[config.mk]
export PLATFORM = sky130hd
export DESIGN_NAME = usart_tx_ctrl
export DESIGN_NICKNAME = d
export VERILOG_FILES = /design/src/core/usart_pkg.sv /design/src/core/usart_tx_ctrl.sv
export SDC_FILE = /design/constraint.sdc
export NUM_CORES = 1
export LEC_CHECK = 0
export ABC_CLOCK_PERIOD_IN_PS = 6800
export BUFFER_PORTS_ARGS = -buffer_cell sky130_fd_sc_hd__buf_2
export CAP_MARGIN = 20
export CORE_MARGIN = 2
export CORE_UTILIZATION = 55
export DETAILED_ROUTE_END_ITERATION = 7
export PLACE_DENSITY = 0.81
export SETUP_SLACK_MARGIN = 0.02
export SYNTH_ARGS = -nofsm -noshare
export SYNTH_HDL_FRONTEND = slang
export SYNTH_SLANG_ARGS = --single-unit
[constraint.sdc]
create_clock -name sys_clk -period 6.8 [get_ports sys_clk]
set_clock_uncertainty 0.15 [all_clocks]
set_input_delay 0.68 -clock sys_clk [delete_from_list [all_inputs] [get_ports sys_clk]]
set_output_delay 0.68 -clock sys_clk [all_outputs]
set_load 0.02 [all_outputs]
[src/core/usart_pkg.sv]
/*
 * Constants, field layouts and carrier types shared by the serial port
 * transmit/mode control block.
 * Assumes an 8-bit register port and one system clock at 10 MHz.
 */
package usart_pkg;

   // ***********************************************
   // sizes and address map
   // ***********************************************
   localparam int NUM_PORTS = 2;
   localparam int ADDR_W = 6;
   localparam int INST_BIT = 5;
   localparam logic [4:0] RX_CTRL_OFS = 5'h13;
   localparam logic [4:0] TX_CTRL_OFS = 5'h15;
   localparam logic [4:0] TX_DATA_OFS = 5'h16;
   localparam logic [4:0] BAUD_OFS = 5'h17;
   localparam logic [4:0] IRQ_STAT_OFS = 5'h18;
   localparam logic [4:0] IRQ_MASK_OFS = 5'h19;

   // ***********************************************
   // field positions
   // ***********************************************
   localparam int CLK_SRC_BIT = 7;
   localparam int NINE_BIT_BIT = 6;
   localparam int TX_EN_BIT = 5;
   localparam int SYNC_BIT = 4;
   localparam int SHIFT_EMPTY_BIT = 1;
   localparam int NINTH_BIT = 0;
   localparam int PORT_EN_BIT = 7;
   localparam int RX_NINE_BIT = 6;
   localparam int SINGLE_RX_BIT = 5;
   localparam int CONT_RX_BIT = 4;
   localparam int IRQ_BUF_EMPTY = 0;
   localparam int IRQ_TX_DONE = 1;
   localparam int IRQ_W = 2;

   // ***********************************************
   // reset values
   // ***********************************************
   localparam logic [7:0] TX_CTRL_RST = 8'h02;
   localparam logic [7:0] RX_CTRL_RST = 8'h00;
   localparam logic [7:0] BAUD_RST = 8'h00;
   localparam logic [IRQ_W-1:0] IRQ_RST = 2'h0;

   // ***********************************************
   // timing: baud = Fosc/(64(X+1)) async, Fosc/(4(X+1)) sync
   // ***********************************************
   localparam int FOSC_PER_CYCLE = 4;
   localparam int ASYNC_FOSC_DIV = 64;
   localparam int SYNC_FOSC_DIV = 4;
   localparam int ASYNC_TICKS = ASYNC_FOSC_DIV / FOSC_PER_CYCLE;
   localparam int SYNC_TICKS = SYNC_FOSC_DIV / FOSC_PER_CYCLE;
   localparam logic [3:0] BITS_EIGHT = 4'h8;
   localparam logic [3:0] BITS_NINE = 4'h9;

   // ***********************************************
   // types
   // ***********************************************
   typedef struct packed {
      logic dataOut;
      logic dataOe;
      logic clkOut;
      logic clkOe;
   } pin_out_t;

   typedef enum logic [1:0] {IDLE, START, SHIFT, STOP} tx_state_t;

endpackage : usart_pkg

[src/core/usart_tx_ctrl.sv]
/*
 * Two independent serial port instances: mode/transmit control register,
 * receive control bits that steer pins, baud timer, transmit shifter,
 * pin direction control and a sticky interrupt per instance.
 * Assumes a single-cycle register port with read data one cycle later,
 * and pins resolved outside from out/enable pairs.
 */
`timescale 1ns/1ns

// Function
// - two independent port instances with identical control bits, each with own registers, irq and pins.
// - each port runs asynchronous full duplex, synchronous master or synchronous slave.
// - control bit 4 selects synchronous when 1, asynchronous when 0.
// - bit 7 in sync mode selects master with internal baud clock or slave with external clock.
// - bit 6 selects nine-bit characters when 1, eight-bit when 0.
// - bit 5 enables the transmitter.
// - in sync mode either receive enable overrides the transmit enable.
// - bits 3 and 2 always read zero.
// - bit 1 is read-only and is 1 while the shift register is empty.
// - bit 0 holds the ninth transmitted bit, written by software.
// - the port itself drives pin directions from its enable and clock source bits.
// - port enable gives the pins to the port; clear disables the port.
// - bit rate is Fosc/(64(X+1)) async and Fosc/(4(X+1)) sync master.
module usart_tx_ctrl
   import usart_pkg::*;
(
   input wire logic sys_clk,
   input wire logic reset,
   input wire logic [ADDR_W-1:0] regAddr,
   input wire logic [7:0] regWdata,
   input wire logic regWr,
   input wire logic regRd,
   output logic [7:0] regRdata,
   input wire logic clkPinIn [NUM_PORTS],
   output pin_out_t pinOut [NUM_PORTS],
   output logic irq [NUM_PORTS]
);

   logic [7:0] portRd [NUM_PORTS];

   // ***********************************************
   // register read port
   // ***********************************************
   // reads have no side effect; data stands one cycle and is zero otherwise
   always_ff @(posedge sys_clk or posedge reset) begin
      if (reset) begin
         regRdata <= 8'h00;
      end else if (regRd) begin
         regRdata <= portRd[regAddr[INST_BIT]];
      end else begin
         regRdata <= 8'h00;
      end
   end

   // ***********************************************
   // per-port logic
   // ***********************************************
   for (genvar i = 0; i < NUM_PORTS; i++) begin : port_g
      logic sel;
      logic [4:0] ofs;
      logic [7:0] txCtrl;
      logic [7:0] rxCtrl;
      logic [7:0] divisor;
      logic [7:0] txBuf;
      logic bufFull;
      logic [7:0] baudCnt;
      logic [3:0] subCnt;
      logic [2:0] clkSync;
      logic clkLevel;
      logic clkLast;
      tx_state_t state;
      logic [8:0] shiftReg;
      logic [3:0] bitsLeft;
      logic txLine;
      logic clkOut;
      logic [IRQ_W-1:0] irqStat;
      logic [IRQ_W-1:0] irqMask;
      logic serial_port_enable, syncMode, master, txAct, run;
      logic baudTick, asyncTick, slaveFall, bitTick;
      logic loadEv, doneEv, shiftEmpty;
      logic rxClaim, bitLaunch;
      logic [IRQ_W-1:0] irqEv;
      logic wrTxCtrl, wrRxCtrl, wrBaud, wrData, wrStat, wrMask;

      assign sel = (regAddr[INST_BIT] == 1'(i));
      assign ofs = regAddr[4:0];
      assign wrTxCtrl = regWr && sel && (ofs == TX_CTRL_OFS);
      assign wrRxCtrl = regWr && sel && (ofs == RX_CTRL_OFS);
      assign wrBaud = regWr && sel && (ofs == BAUD_OFS);
      assign wrData = regWr && sel && (ofs == TX_DATA_OFS);
      assign wrStat = regWr && sel && (ofs == IRQ_STAT_OFS);
      assign wrMask = regWr && sel && (ofs == IRQ_MASK_OFS);

      // mode decode
      assign serial_port_enable = rxCtrl[PORT_EN_BIT];
      assign syncMode = txCtrl[SYNC_BIT];
      assign master = syncMode && txCtrl[CLK_SRC_BIT];
      // half duplex: a receive request in sync mode wins the line; in async
      // the receiver runs beside the transmitter, so it claims nothing
      assign rxClaim = syncMode && (rxCtrl[SINGLE_RX_BIT] || rxCtrl[CONT_RX_BIT]);
      assign txAct = txCtrl[TX_EN_BIT] && !rxClaim;
      assign run = serial_port_enable && txAct;

      // ***********************************************
      // control registers
      // ***********************************************
      // bits 3..1 are not stored; bit 1 is rebuilt from the shifter
      always_ff @(posedge sys_clk or posedge reset) begin
         if (reset) begin
            txCtrl <= TX_CTRL_RST & 8'hF1;
         end else if (wrTxCtrl) begin
            txCtrl <= regWdata & 8'hF1;
         end
      end

      // only bits 7..4 live here, the pin-steering bits and nine-bit receive; receive status reads zero
      always_ff @(posedge sys_clk or posedge reset) begin
         if (reset) begin
            rxCtrl <= RX_CTRL_RST;
         end else if (wrRxCtrl) begin
            rxCtrl <= regWdata & 8'hF0;
         end
      end

      always_ff @(posedge sys_clk or posedge reset) begin
         if (reset) begin
            divisor <= BAUD_RST;
         end else if (wrBaud) begin
            divisor <= regWdata;
         end
      end

      // a write while a load happens keeps the buffer full
      always_ff @(posedge sys_clk or posedge reset) begin
         if (reset) begin
            txBuf <= 8'h00;
            bufFull <= 1'b0;
         end else if (wrData) begin
            txBuf <= regWdata;
            bufFull <= 1'b1;
         end else if (loadEv) begin
            bufFull <= 1'b0;
         end
      end

      // ***********************************************
      // baud timer
      // ***********************************************
      // a divisor write restarts the timer so the new rate applies at once
      // the divisor is eight bits wide, so the slowest async bit is 4096 cycles
      always_ff @(posedge sys_clk or posedge reset) begin
         if (reset) begin
            baudCnt <= 8'h00;
            subCnt <= 4'h0;
         end else if (wrBaud) begin
            baudCnt <= regWdata;
            subCnt <= 4'h0;
         end else if (baudCnt == 8'h00) begin
            baudCnt <= divisor;
            subCnt <= subCnt + 4'h1;
         end else begin
            baudCnt <= baudCnt - 8'h01;
         end
      end

      assign baudTick = (baudCnt == 8'h00);
      assign asyncTick = baudTick && (subCnt == 4'(ASYNC_TICKS - 1));

      // ***********************************************
      // slave clock input
      // ***********************************************
      always_ff @(posedge sys_clk or posedge reset) begin
         if (reset) begin
            clkSync <= 3'h7;
         end else begin
            clkSync <= {clkSync[1:0], clkPinIn[i]};
         end
      end

      // a level is accepted only when the last two stages agree
      always_ff @(posedge sys_clk or posedge reset) begin
         if (reset) begin
            clkLevel <= 1'b1;
            clkLast <= 1'b1;
         end else begin
            clkLast <= clkLevel;
            if (clkSync[1] == clkSync[2]) begin
               clkLevel <= clkSync[2];
            end
         end
      end

      assign slaveFall = clkLast && !clkLevel;
      // SYNC_TICKS is one: sync master shifts on every baud tick
      assign bitTick = !syncMode ? asyncTick :
                       master ? (baudTick && (SYNC_TICKS == 1)) : slaveFall;

      // ***********************************************
      // transmit shifter
      // ***********************************************
      assign loadEv = run && (state == IDLE) && bufFull;
      assign doneEv = run && bitTick &&
                      ((state == STOP) || (state == SHIFT && bitsLeft == 4'h0 && syncMode));
      assign shiftEmpty = (state == IDLE);

      // async frame: start, data LSB first, stop; sync sends data only
      always_ff @(posedge sys_clk or posedge reset) begin
         if (reset) begin
            state <= IDLE;
            shiftReg <= 9'h000;
            bitsLeft <= 4'h0;
            txLine <= 1'b1;
         end else if (!run) begin
            state <= IDLE;
            txLine <= 1'b1;
         end else begin
            unique case (state)
               IDLE: begin
                  if (bufFull) begin
                     shiftReg <= {txCtrl[NINTH_BIT], txBuf};
                     bitsLeft <= txCtrl[NINE_BIT_BIT] ? BITS_NINE : BITS_EIGHT;
                     state <= START;
                  end
               end
               START: begin
                  if (bitTick) begin
                     state <= SHIFT;
                     if (syncMode) begin
                        txLine <= shiftReg[0];
                        shiftReg <= {1'b0, shiftReg[8:1]};
                        bitsLeft <= bitsLeft - 4'h1;
                     end else begin
                        txLine <= 1'b0;
                     end
                  end
               end
               SHIFT: begin
                  if (bitTick) begin
                     if (bitsLeft != 4'h0) begin
                        txLine <= shiftReg[0];
                        shiftReg <= {1'b0, shiftReg[8:1]};
                        bitsLeft <= bitsLeft - 4'h1;
                     end else if (syncMode) begin
                        state <= IDLE;
                     end else begin
                        txLine <= 1'b1;
                        state <= STOP;
                     end
                  end
               end
               STOP: begin
                  if (bitTick) begin
                     state <= IDLE;
                  end
               end
            endcase
         end
      end

      // a bit is launched on the tick that leaves START or shifts a data bit;
      // the tick that ends the frame launches none, so it gives no clock pulse
      // and a slave counts exactly one rising edge per bit
      assign bitLaunch = bitTick && ((state == START) || (state == SHIFT && bitsLeft != 4'h0));

      // master clock is low for the first cycle of each bit; with a zero
      // divisor the bit is one cycle long and the clock cannot rise
      always_ff @(posedge sys_clk or posedge reset) begin
         if (reset) begin
            clkOut <= 1'b1;
         end else begin
            clkOut <= !(run && master && bitLaunch);
         end
      end

      // ***********************************************
      // pin direction
      // ***********************************************
      // enables follow the mode bits one cycle late; the pad resolves level and enable outside
      always_ff @(posedge sys_clk or posedge reset) begin
         if (reset) begin
            pinOut[i] <= '{dataOut: 1'b1, dataOe: 1'b0, clkOut: 1'b1, clkOe: 1'b0};
         end else if (!syncMode) begin
            // async: transmit on the clock pin, data pin is receive input
            pinOut[i] <= '{dataOut: 1'b1, dataOe: 1'b0, clkOut: txLine, clkOe: serial_port_enable};
         end else begin
            pinOut[i] <= '{dataOut: txLine, dataOe: run,
                           clkOut: clkOut, clkOe: serial_port_enable && master};
         end
      end

      // ***********************************************
      // interrupts
      // ***********************************************
      // event positions follow the status layout, not the order of the signals
      always_comb begin
         irqEv = IRQ_RST;
         irqEv[IRQ_BUF_EMPTY] = loadEv;
         irqEv[IRQ_TX_DONE] = doneEv;
      end

      // a hardware event in the clearing cycle survives the clear
      always_ff @(posedge sys_clk or posedge reset) begin
         if (reset) begin
            irqStat <= IRQ_RST;
         end else begin
            irqStat <= (irqStat & ~(wrStat ? regWdata[IRQ_W-1:0] : IRQ_RST)) |
                       irqEv;
         end
      end

      always_ff @(posedge sys_clk or posedge reset) begin
         if (reset) begin
            irqMask <= IRQ_RST;
         end else if (wrMask) begin
            irqMask <= regWdata[IRQ_W-1:0];
         end
      end

      always_ff @(posedge sys_clk or posedge reset) begin
         if (reset) begin
            irq[i] <= 1'b0;
         end else begin
            irq[i] <= |(irqStat & irqMask);
         end
      end

      // ***********************************************
      // read mux
      // ***********************************************
      always_comb begin
         unique case (ofs)
            TX_CTRL_OFS: portRd[i] = {txCtrl[7:4], 2'b00, shiftEmpty, txCtrl[NINTH_BIT]};
            RX_CTRL_OFS: portRd[i] = rxCtrl;
            BAUD_OFS: portRd[i] = divisor;
            TX_DATA_OFS: portRd[i] = 8'h00; // write-only buffer
            IRQ_STAT_OFS: portRd[i] = {6'h00, irqStat};
            IRQ_MASK_OFS: portRd[i] = {6'h00, irqMask};
            default: portRd[i] = 8'h00;
         endcase
      end
   end

endmodule : usart_tx_ctrl

==> flow_metrics.tcl, run 1 <==
set metrics [dict create \
    synth-adder-area-share_pct 3.337 \
    fin_tns_setup_ns 0 \
    rsz0062_at_grt "no" \
    synth.ff_latch_count 146 \
    min_path_type "reg -> reg" \
    clock_buffers_created_by_tritoncts 17 \
    synth_top_family_by_area "simple AND/OR/NAND/NOR gates" \
    global_route.usage.total_pct 23.76 \
    worst_r2r_endpoint "port_g[0].bitsLeft[0]" \
    yosys.area_share.xor_xnor_pct 1.507 \
    grt_start_max_net_pins 84 \
    timing.final.crit_share_pct 38.36 \
    crit-reg2reg-launch "port_g[0].txCtrl[4]" \
    status "finished clean" \
    critical_path_buf_inv_count 0 \
    synthDominantAreaCellType "dfrtp_1" \
    placement_rows 41 \
    critPathLaunchType "flip-flop" \
    synthMuxAreaShare_pct 9.437 \
    worstPathCellList "and4b_1 > o211a_1 > o211ai_2 > nor3b_1 > a211o_1" \
    die_outline_area_mm2 0.01360 \
    clock_tree.htree_level_count 4 \
    antennaDiodeCount 0 \
    holdBufCountCts 0 \
    route.vias.total 5035 \
    cell_area_synth_mm2 0.006974 \
    route.antenna.remaining_nets 0 \
    io-pin-count 38 \
    worst_pin_slew_ns 0.9582 \
    clk_pin_slew_ns 0.06 \
    worstPathMaxFanout 26 \
    post-cts-setup-buffers 0 \
    path_depth 5 \
    postSynth.asyncResetShare_pct 100.0 \
    finalHoldViolations 0 \
    syn2layout_area_growth_pct 11.43 \
    irDropWorstVdd_v 0.0001598 \
    setup.worst_path.end "port_g[0].bitsLeft[0]" \
    drive_above_1_share_pct 20.23 \
    fraction_of_the_mapped_netlist_area_in_compound_gates_pct 12.56 \
    maxSlewHeadroom_pct 35.93 \
    routed_via_density 5.828 \
    number_of_global_route_vias_before_repair 4932 \
    proportion_of_synthesized_chip_area_in_sequential_cells_pct 52.71 \
    fp.coreArea_mm2 0.01252 \
    layout_common_cells "dfrtp_1 (128), nand2_1 (110), o21ai_0 (43), mux2_2 (38), buf_2 (37)" \
    worst-endpoint-required_ns 6.95 \
    post_synth_inst_count 652 \
    drt_iter0_drc 429 \
    detail_route.wl_per_cell_um 17.39 \
    syn_avg_cell_area_um2 10.70 \
    cts-resized-gates 0 \
    final_slew_violations 0 \
    finalNetCount 716 \
    report.power.total_mw 2.438 \
    crit_path_max_incr_delay_ns 0.78 \
    setup_viol 0 \
    routabilityCongestion 0.8757 \
    root_buffer "clkbuf_16" \
    most_common_cell_after_layout_fill_and_taps_aside "dfrtp_1" \
    critical_path.startpoint "port_g[0].txCtrl[4]" \
    cp_top_family "compound AO/OA/AOI/OAI gates" \
    netlist.area_leader.share_pct 45.93 \
    power_density_mw_per_mm2 313.7 \
    effective_utilization_at_floorplan_pct 55.72 \
    fin_ws_ns 4.192 \
    dp.cells 831 \
    synth_ff_type "dfrtp_1" \
    wire_length_of_the_first_global_routing_pass_mm 24.49 \
    timing_worst_setup_path_type "reg -> reg" \
    postSynthNetCount 689 \
    crit_path_top_delay_cell "o211ai_2" \
    post-place-ws_ns 3.626 \
    clock_latency_at_the_later_pin_of_the_worst_skew_pair_ns 0.43 \
    final_period_minus_worst_setup_slack_ns 2.608 \
    fp.dieH_um 116.6 \
    cts_sinks 146 \
    chipWidth_um 116.6 \
    number_of_enable_flip_flop_cells_after_synthesis 0 \
    place_hpwl_mm 10.35 \
    drt-total-wl_mm 15.03 \
    synth-warning-count 0 \
    tritoncts "yes" \
    synth.distinct_cells 65 \
    ctsLongestPathBuffers 2 \
    antenna_violations_before_repair 0 \
    timing.critical_path.arrival_ns 2.76 \
    regToRegSetupSlack_ns 4.19 \
    leakage_nw 3.476 \
    drv_cap 0 \
    worstSetupEndpointType "flip-flop" \
    drt-pass1-iter-count 6 \
    worstRegToRegCells 5 \
    layoutNonFillerInstCount 864 \
    synth_simple_gate_area_share_pct 17.35 \
    globalRoute.totalOverflow 0 \
    maximum_clock_rate_mhz 383.4 \
    route.detailed.drc 0 \
    port_buffers 37 \
    ys_top_cells_by_area "dfrtp_1 (46%), dfstp_2 (6.8%), mux2_2 (6.1%), nand2_1 (5.9%), mux2i_1 (3.3%)" \
]
-- flip-flops by register name, indices dropped and copies added (netlist names), 4 cells and up --
name	count
port_g.irqStat	4
pinOut	8
port_g.txBuf	16
port_g.irqMask	4
regRdata	8
port_g.state	4
port_g.subCnt	8
port_g.clkSync	6
port_g.txCtrl	10
port_g.divisor	16
port_g.baudCnt	16
port_g.rxCtrl	8
port_g.shiftReg	18
port_g.bitsLeft	8
-- cell usage after synthesis (3+ instances only) --
cell	number
clkbuf_1	13
nor2b_1	10
mux2_2	38
ha_1	17
a211oi_1	4
or3_1	4
and3_1	6
xnor2_1	8
mux2i_1	23
nor2_1	29
nand3_1	15
nor3_1	13
xor2_1	4
o31ai_1	4
and2_1	4
a22o_1	8
nand2_1	110
buf_2	14
buf_4	3
a21o_1	4
nor3b_1	9
a21oi_1	18
inv_1	18
o21a_1	4
o21ai_1	11
a22oi_1	4
o211ai_1	3
dfstp_2	18
nand2b_1	9
a221oi_1	9
o21ai_0	43
dfrtp_1	128
-- worst register-to-register path: cells and delay by family, from the launching register on --
kind | cells | cell delay (ns)
AOI/OAI and AO/OA | 3 | 1.35
DFF | 1 | 0.59
and+or+nand+nor | 2 | 0.39
-- per-stage QoR --
stage	utilization (%)	cell area, um2	hold WS [ns]
floorplan	-	6974	0.1952
global placement	57.86	7242	0.1959
detailed placement	57.86	7242	0.1972
CTS	62.03	7764	0.1901
global route	62.09	7771	0.1819
finish	62.09	7771	0.2045
-- metal layers --
layer  routed length [um]  track usage [%]  vias up
met2                 7310            37.75      167
met5                    0                0        -
met4                  273            9.412        0
li1                     -                -     2342
met3                  842            5.449       26
met1                 6600            31.96     2500
-- logic make-up after synthesis --
kind of cell | after synthesis
adder cells (fa/ha/maj) | 19
XOR/XNOR | 12
AO/OA/AOI/OAI | 130
multiplexers | 61
buffers and inverters | 50
flip-flops | 146
AND/OR/NAND/NOR | 234
-- area by class of cell --
type | instances | area (um2)
Sequential cell | 146 | 3676
Clock inverter | 6 | 32.53
Clock buffer | 26 | 489.2
Multi-Input combinational cell | 456 | 3082
Timing Repair Buffer | 39 | 200.2
Inverter | 19 | 76.32
Tap cell | 172 | 215.2
Fill cell | 981 | 4746
-- report_power, final --
part | internal (mW) | switching, mW
clock | 0.492 | 0.336
combinational | 0.210 | 0.250
sequential | 1.01 | 0.140
total | 1.71 | 0.726
-- how the worst min path moves through the flow --
stage | start | endpoint | slack (ns) | cells past startpoint
after floorplan | port_g[0].clkSync[0] | port_g[0].clkSync[1] | 0.20 | 0
after global placement | port_g[1].clkSync[0] | port_g[1].clkSync[1] | 0.20 | 0
after detailed placement | port_g[0].clkSync[0] | port_g[0].clkSync[1] | 0.20 | 0
after CTS | clkPinIn[0] | port_g[1].clkSync[0] | 0.19 | 1
after global routing | clkPinIn[0] | port_g[1].clkSync[0] | 0.18 | 1
final | port_g[0].clkSync[0] | port_g[0].clkSync[1] | 0.20 | 0
Power figures use the tool's default switching activity.
==> run 2: changes to the inputs <==
--- a/config.mk
+++ b/config.mk
@@ -5,13 +5,13 @@
 export SDC_FILE = /design/constraint.sdc
 export NUM_CORES = 1
 export LEC_CHECK = 0
-export ABC_CLOCK_PERIOD_IN_PS = 6800
+export ABC_CLOCK_PERIOD_IN_PS = 2200
 export BUFFER_PORTS_ARGS = -buffer_cell sky130_fd_sc_hd__buf_2
 export CAP_MARGIN = 20
 export CORE_MARGIN = 2
 export CORE_UTILIZATION = 55
 export DETAILED_ROUTE_END_ITERATION = 7
-export PLACE_DENSITY = 0.81
+export PLACE_DENSITY = 0.84
 export SETUP_SLACK_MARGIN = 0.02
 export SYNTH_ARGS = -nofsm -noshare
 export SYNTH_HDL_FRONTEND = slang
==> constraint.sdc (replaced) <==
create_clock -name sys_clk -period 2.2 [get_ports sys_clk]
set_clock_uncertainty 0.15 [all_clocks]
set_input_delay 0.22 -clock sys_clk [delete_from_list [all_inputs] [get_ports sys_clk]]
set_output_delay 0.22 -clock sys_clk [all_outputs]
set_load 0.02 [all_outputs]
==> run 2 against run 1 <==
Compared with the run above: global-route usage increased by 1.9 points; maximum frequency up 24%; largest cell class unchanged; critical path depth rose by 2; die area unchanged.
==> flow_metrics.tcl, run 2 (synthesis results as in run 1) <==
set metrics [dict create \
    drt-pass1-iter-count 5 \
    clock_buffers_created_by_tritoncts 17 \
    layout.filler_cells 867 \
    worst_r2r_endpoint "port_g[1].bitsLeft[2]" \
    layout_common_cells "dfrtp_1 (128), nand2_1 (110), o21ai_0 (42), mux2_2 (38), buf_2 (37)" \
    timing_worst_setup_path_type "reg -> reg" \
    drt-total-wl_mm 16.59 \
    chipWidth_um 116.6 \
    final_util_pct 67.68 \
    routabilityCongestion 0.8864 \
    global_route.usage.total_pct 25.69 \
    finalNetCount 760 \
    critical_path_buf_inv_count 1 \
    crit-reg2reg-launch "port_g[1].state[1]" \
    worstRegToRegCells 7 \
    final_period_minus_worst_setup_slack_ns 2.105 \
    final-seq-area_mm2 0.003676 \
    crit_path_max_incr_delay_ns 0.38 \
    multi_input_comb_area_mm2 0.003217 \
    report.power.total_mw 8.684 \
    detail_route.wl_per_cell_um 18.27 \
    fp.dieH_um 116.6 \
    routed_via_density 5.895 \
    wire_length_of_the_first_global_routing_pass_mm 26.79 \
    placement_rows 41 \
    effective_utilization_at_floorplan_pct 55.72 \
    tritoncts "yes" \
    dp.cells 860 \
    syn2layout_area_growth_pct 21.47 \
    rsz0062_at_grt "yes" \
    setup_viol 0 \
    drv_cap 0 \
    io-pin-count 38 \
    finalHoldViolations 0 \
    worstSetupEndpointType "flip-flop" \
    die_outline_area_mm2 0.01360 \
    min_path_type "in -> reg" \
    cts_sinks 146 \
    status "finished clean" \
    root_buffer "clkbuf_16" \
    timing.hold.worst_endpoint "port_g[1].divisor[4]" \
    post-place-ws_ns -0.06541 \
    max_flop_register "port_g.shiftReg" \
    timing.critical_path.arrival_ns 2.32 \
    clk_pin_slew_ns 0.06 \
    final_slew_violations 0 \
    worstHoldStart "regWdata[4]" \
    largest_reg_flops 18 \
    maxSlewHeadroom_pct 59.85 \
    most_common_cell_after_layout_fill_and_taps_aside "dfrtp_1" \
    number_of_global_route_vias_before_repair 5444 \
    drt_iter0_drc 559 \
    grt_start_max_net_pins 75 \
    critPathLaunchType "flip-flop" \
    clock_latency_at_the_later_pin_of_the_worst_skew_pair_ns 0.43 \
    regToRegSetupSlack_ns 0.09 \
    fin_tns_setup_ns 0 \
    route.vias.total 5353 \
    irDropWorstVdd_v 0.0006757 \
    layoutNonFillerInstCount 908 \
    min_delay_path_depth 3 \
    worst_pin_slew_ns 0.6023 \
    fin_ws_ns 0.09457 \
    port_buffers 37 \
    power_density_mw_per_mm2 1025 \
    route.detailed.drc 0 \
    antenna_violations_before_repair 0 \
    placed_area_mm2 0.007496 \
    globalRoute.totalOverflow 0 \
    route.antenna.remaining_nets 0 \
    maximum_clock_rate_mhz 475.0 \
    crit_path_top_delay_cell "dfrtp_1" \
    worst-endpoint-required_ns 2.42 \
    ctsLongestPathBuffers 2 \
    worstPathMaxFanout 4 \
    fin_area_mm2 0.008472 \
    place_hpwl_mm 10.89 \
    hold-worst-slack_ns 0.01423 \
    clock_tree.htree_level_count 4 \
    antennaDiodeCount 0 \
    timing.final.crit_share_pct 95.70 \
    fp.coreArea_mm2 0.01252 \
    drive_above_1_share_pct 26.63 \
    cp_top_family "simple AND/OR/NAND/NOR gates" \
    leakage_nw 3.802 \
    worstPathCellList "inv_1 > ha_1 > nor2b_1 > a2111oi_4 > o311ai_4 > or3_1 > nand3_1" \
]
[run 2: cell types whose count changed in the layout (fill, tap and decap cells not counted), sizes merged]
| cell | previous run | this run |
|---|---|---|
| buf | 39 | 74 |
| dlygate4sd3 | 0 | 8 |
| bufinv | 0 | 7 |
| clkbuf | 26 | 21 |
| clkinv | 5 | 4 |
| inv | 19 | 18 |
| o211ai | 4 | 5 |
[run 2: worst max path at each step]
stage                           from               endpoint  slack (ns)  depth (start not counted)
6_report          port_g[1].state[1]  port_g[1].bitsLeft[2]        0.09                          7
5_1_grt           port_g[0].state[1]  port_g[0].shiftReg[7]      0.0002                          8
4_1_cts        port_g[1].bitsLeft[0]     port_g[1].state[1]       0.006                          7
3_5_place_dp      port_g[0].state[0]  port_g[0].shiftReg[7]       -0.07                          8
3_3_place_gp      port_g[0].state[0]  port_g[0].shiftReg[7]        0.09                          8
2_1_floorplan                  reset                 irq[0]        0.01                          1
[run 2: cell type report]
type / instances / share of cell area (%)
flip-flops and latches: 146 / 43.39
well taps: 172 / 2.540
clock inverters: 11 / 2.717
repair buffers: 82 / 6.941
inverters: 19 / 0.8861
multi-input cells: 457 / 37.97
clock buffers: 21 / 5.553
[run 2: routing by layer]
layer,GRT usage (%),vias to the layer above,part of all wire [%]
met4,9.098,0,2.3
met3,6.227,41,6.4
met1,33.06,2665,41
met2,42.83,201,50
li1,-,2446,-
met5,0,-,0
[run 2: power breakdown]
| part | total (mW) | internal [mW] | switching, mW | leakage (nW) |
|---|---|---|---|---|
| registers | 3.58 | 3.12 | 0.463 | 1.87 |
| logic | 1.67 | 0.809 | 0.864 | 1.58 |
| clock network | 3.43 | 2.32 | 1.11 | 0.347 |
[run 2: worst register-to-register path, stage by stage, from the launching register on]
cell and delay [ns]:
dfrtp_1 0.38, inv_1 0.08, ha_1 0.24, nor2b_1 0.17, a2111oi_4 0.38, o311ai_4 0.18, or3_1 0.37, nand3_1 0.09
[run 2: timing repair]
item | in CTS | in global routing
resized for setup | 4 | 24
buffers inserted | 2 | 5
hold buffers | 8 | 0
cloned | 1 | 0
pin swaps | 3 | 7
hold endpoints to repair | 145 | 0
setup endpoints to repair | 25 | 39
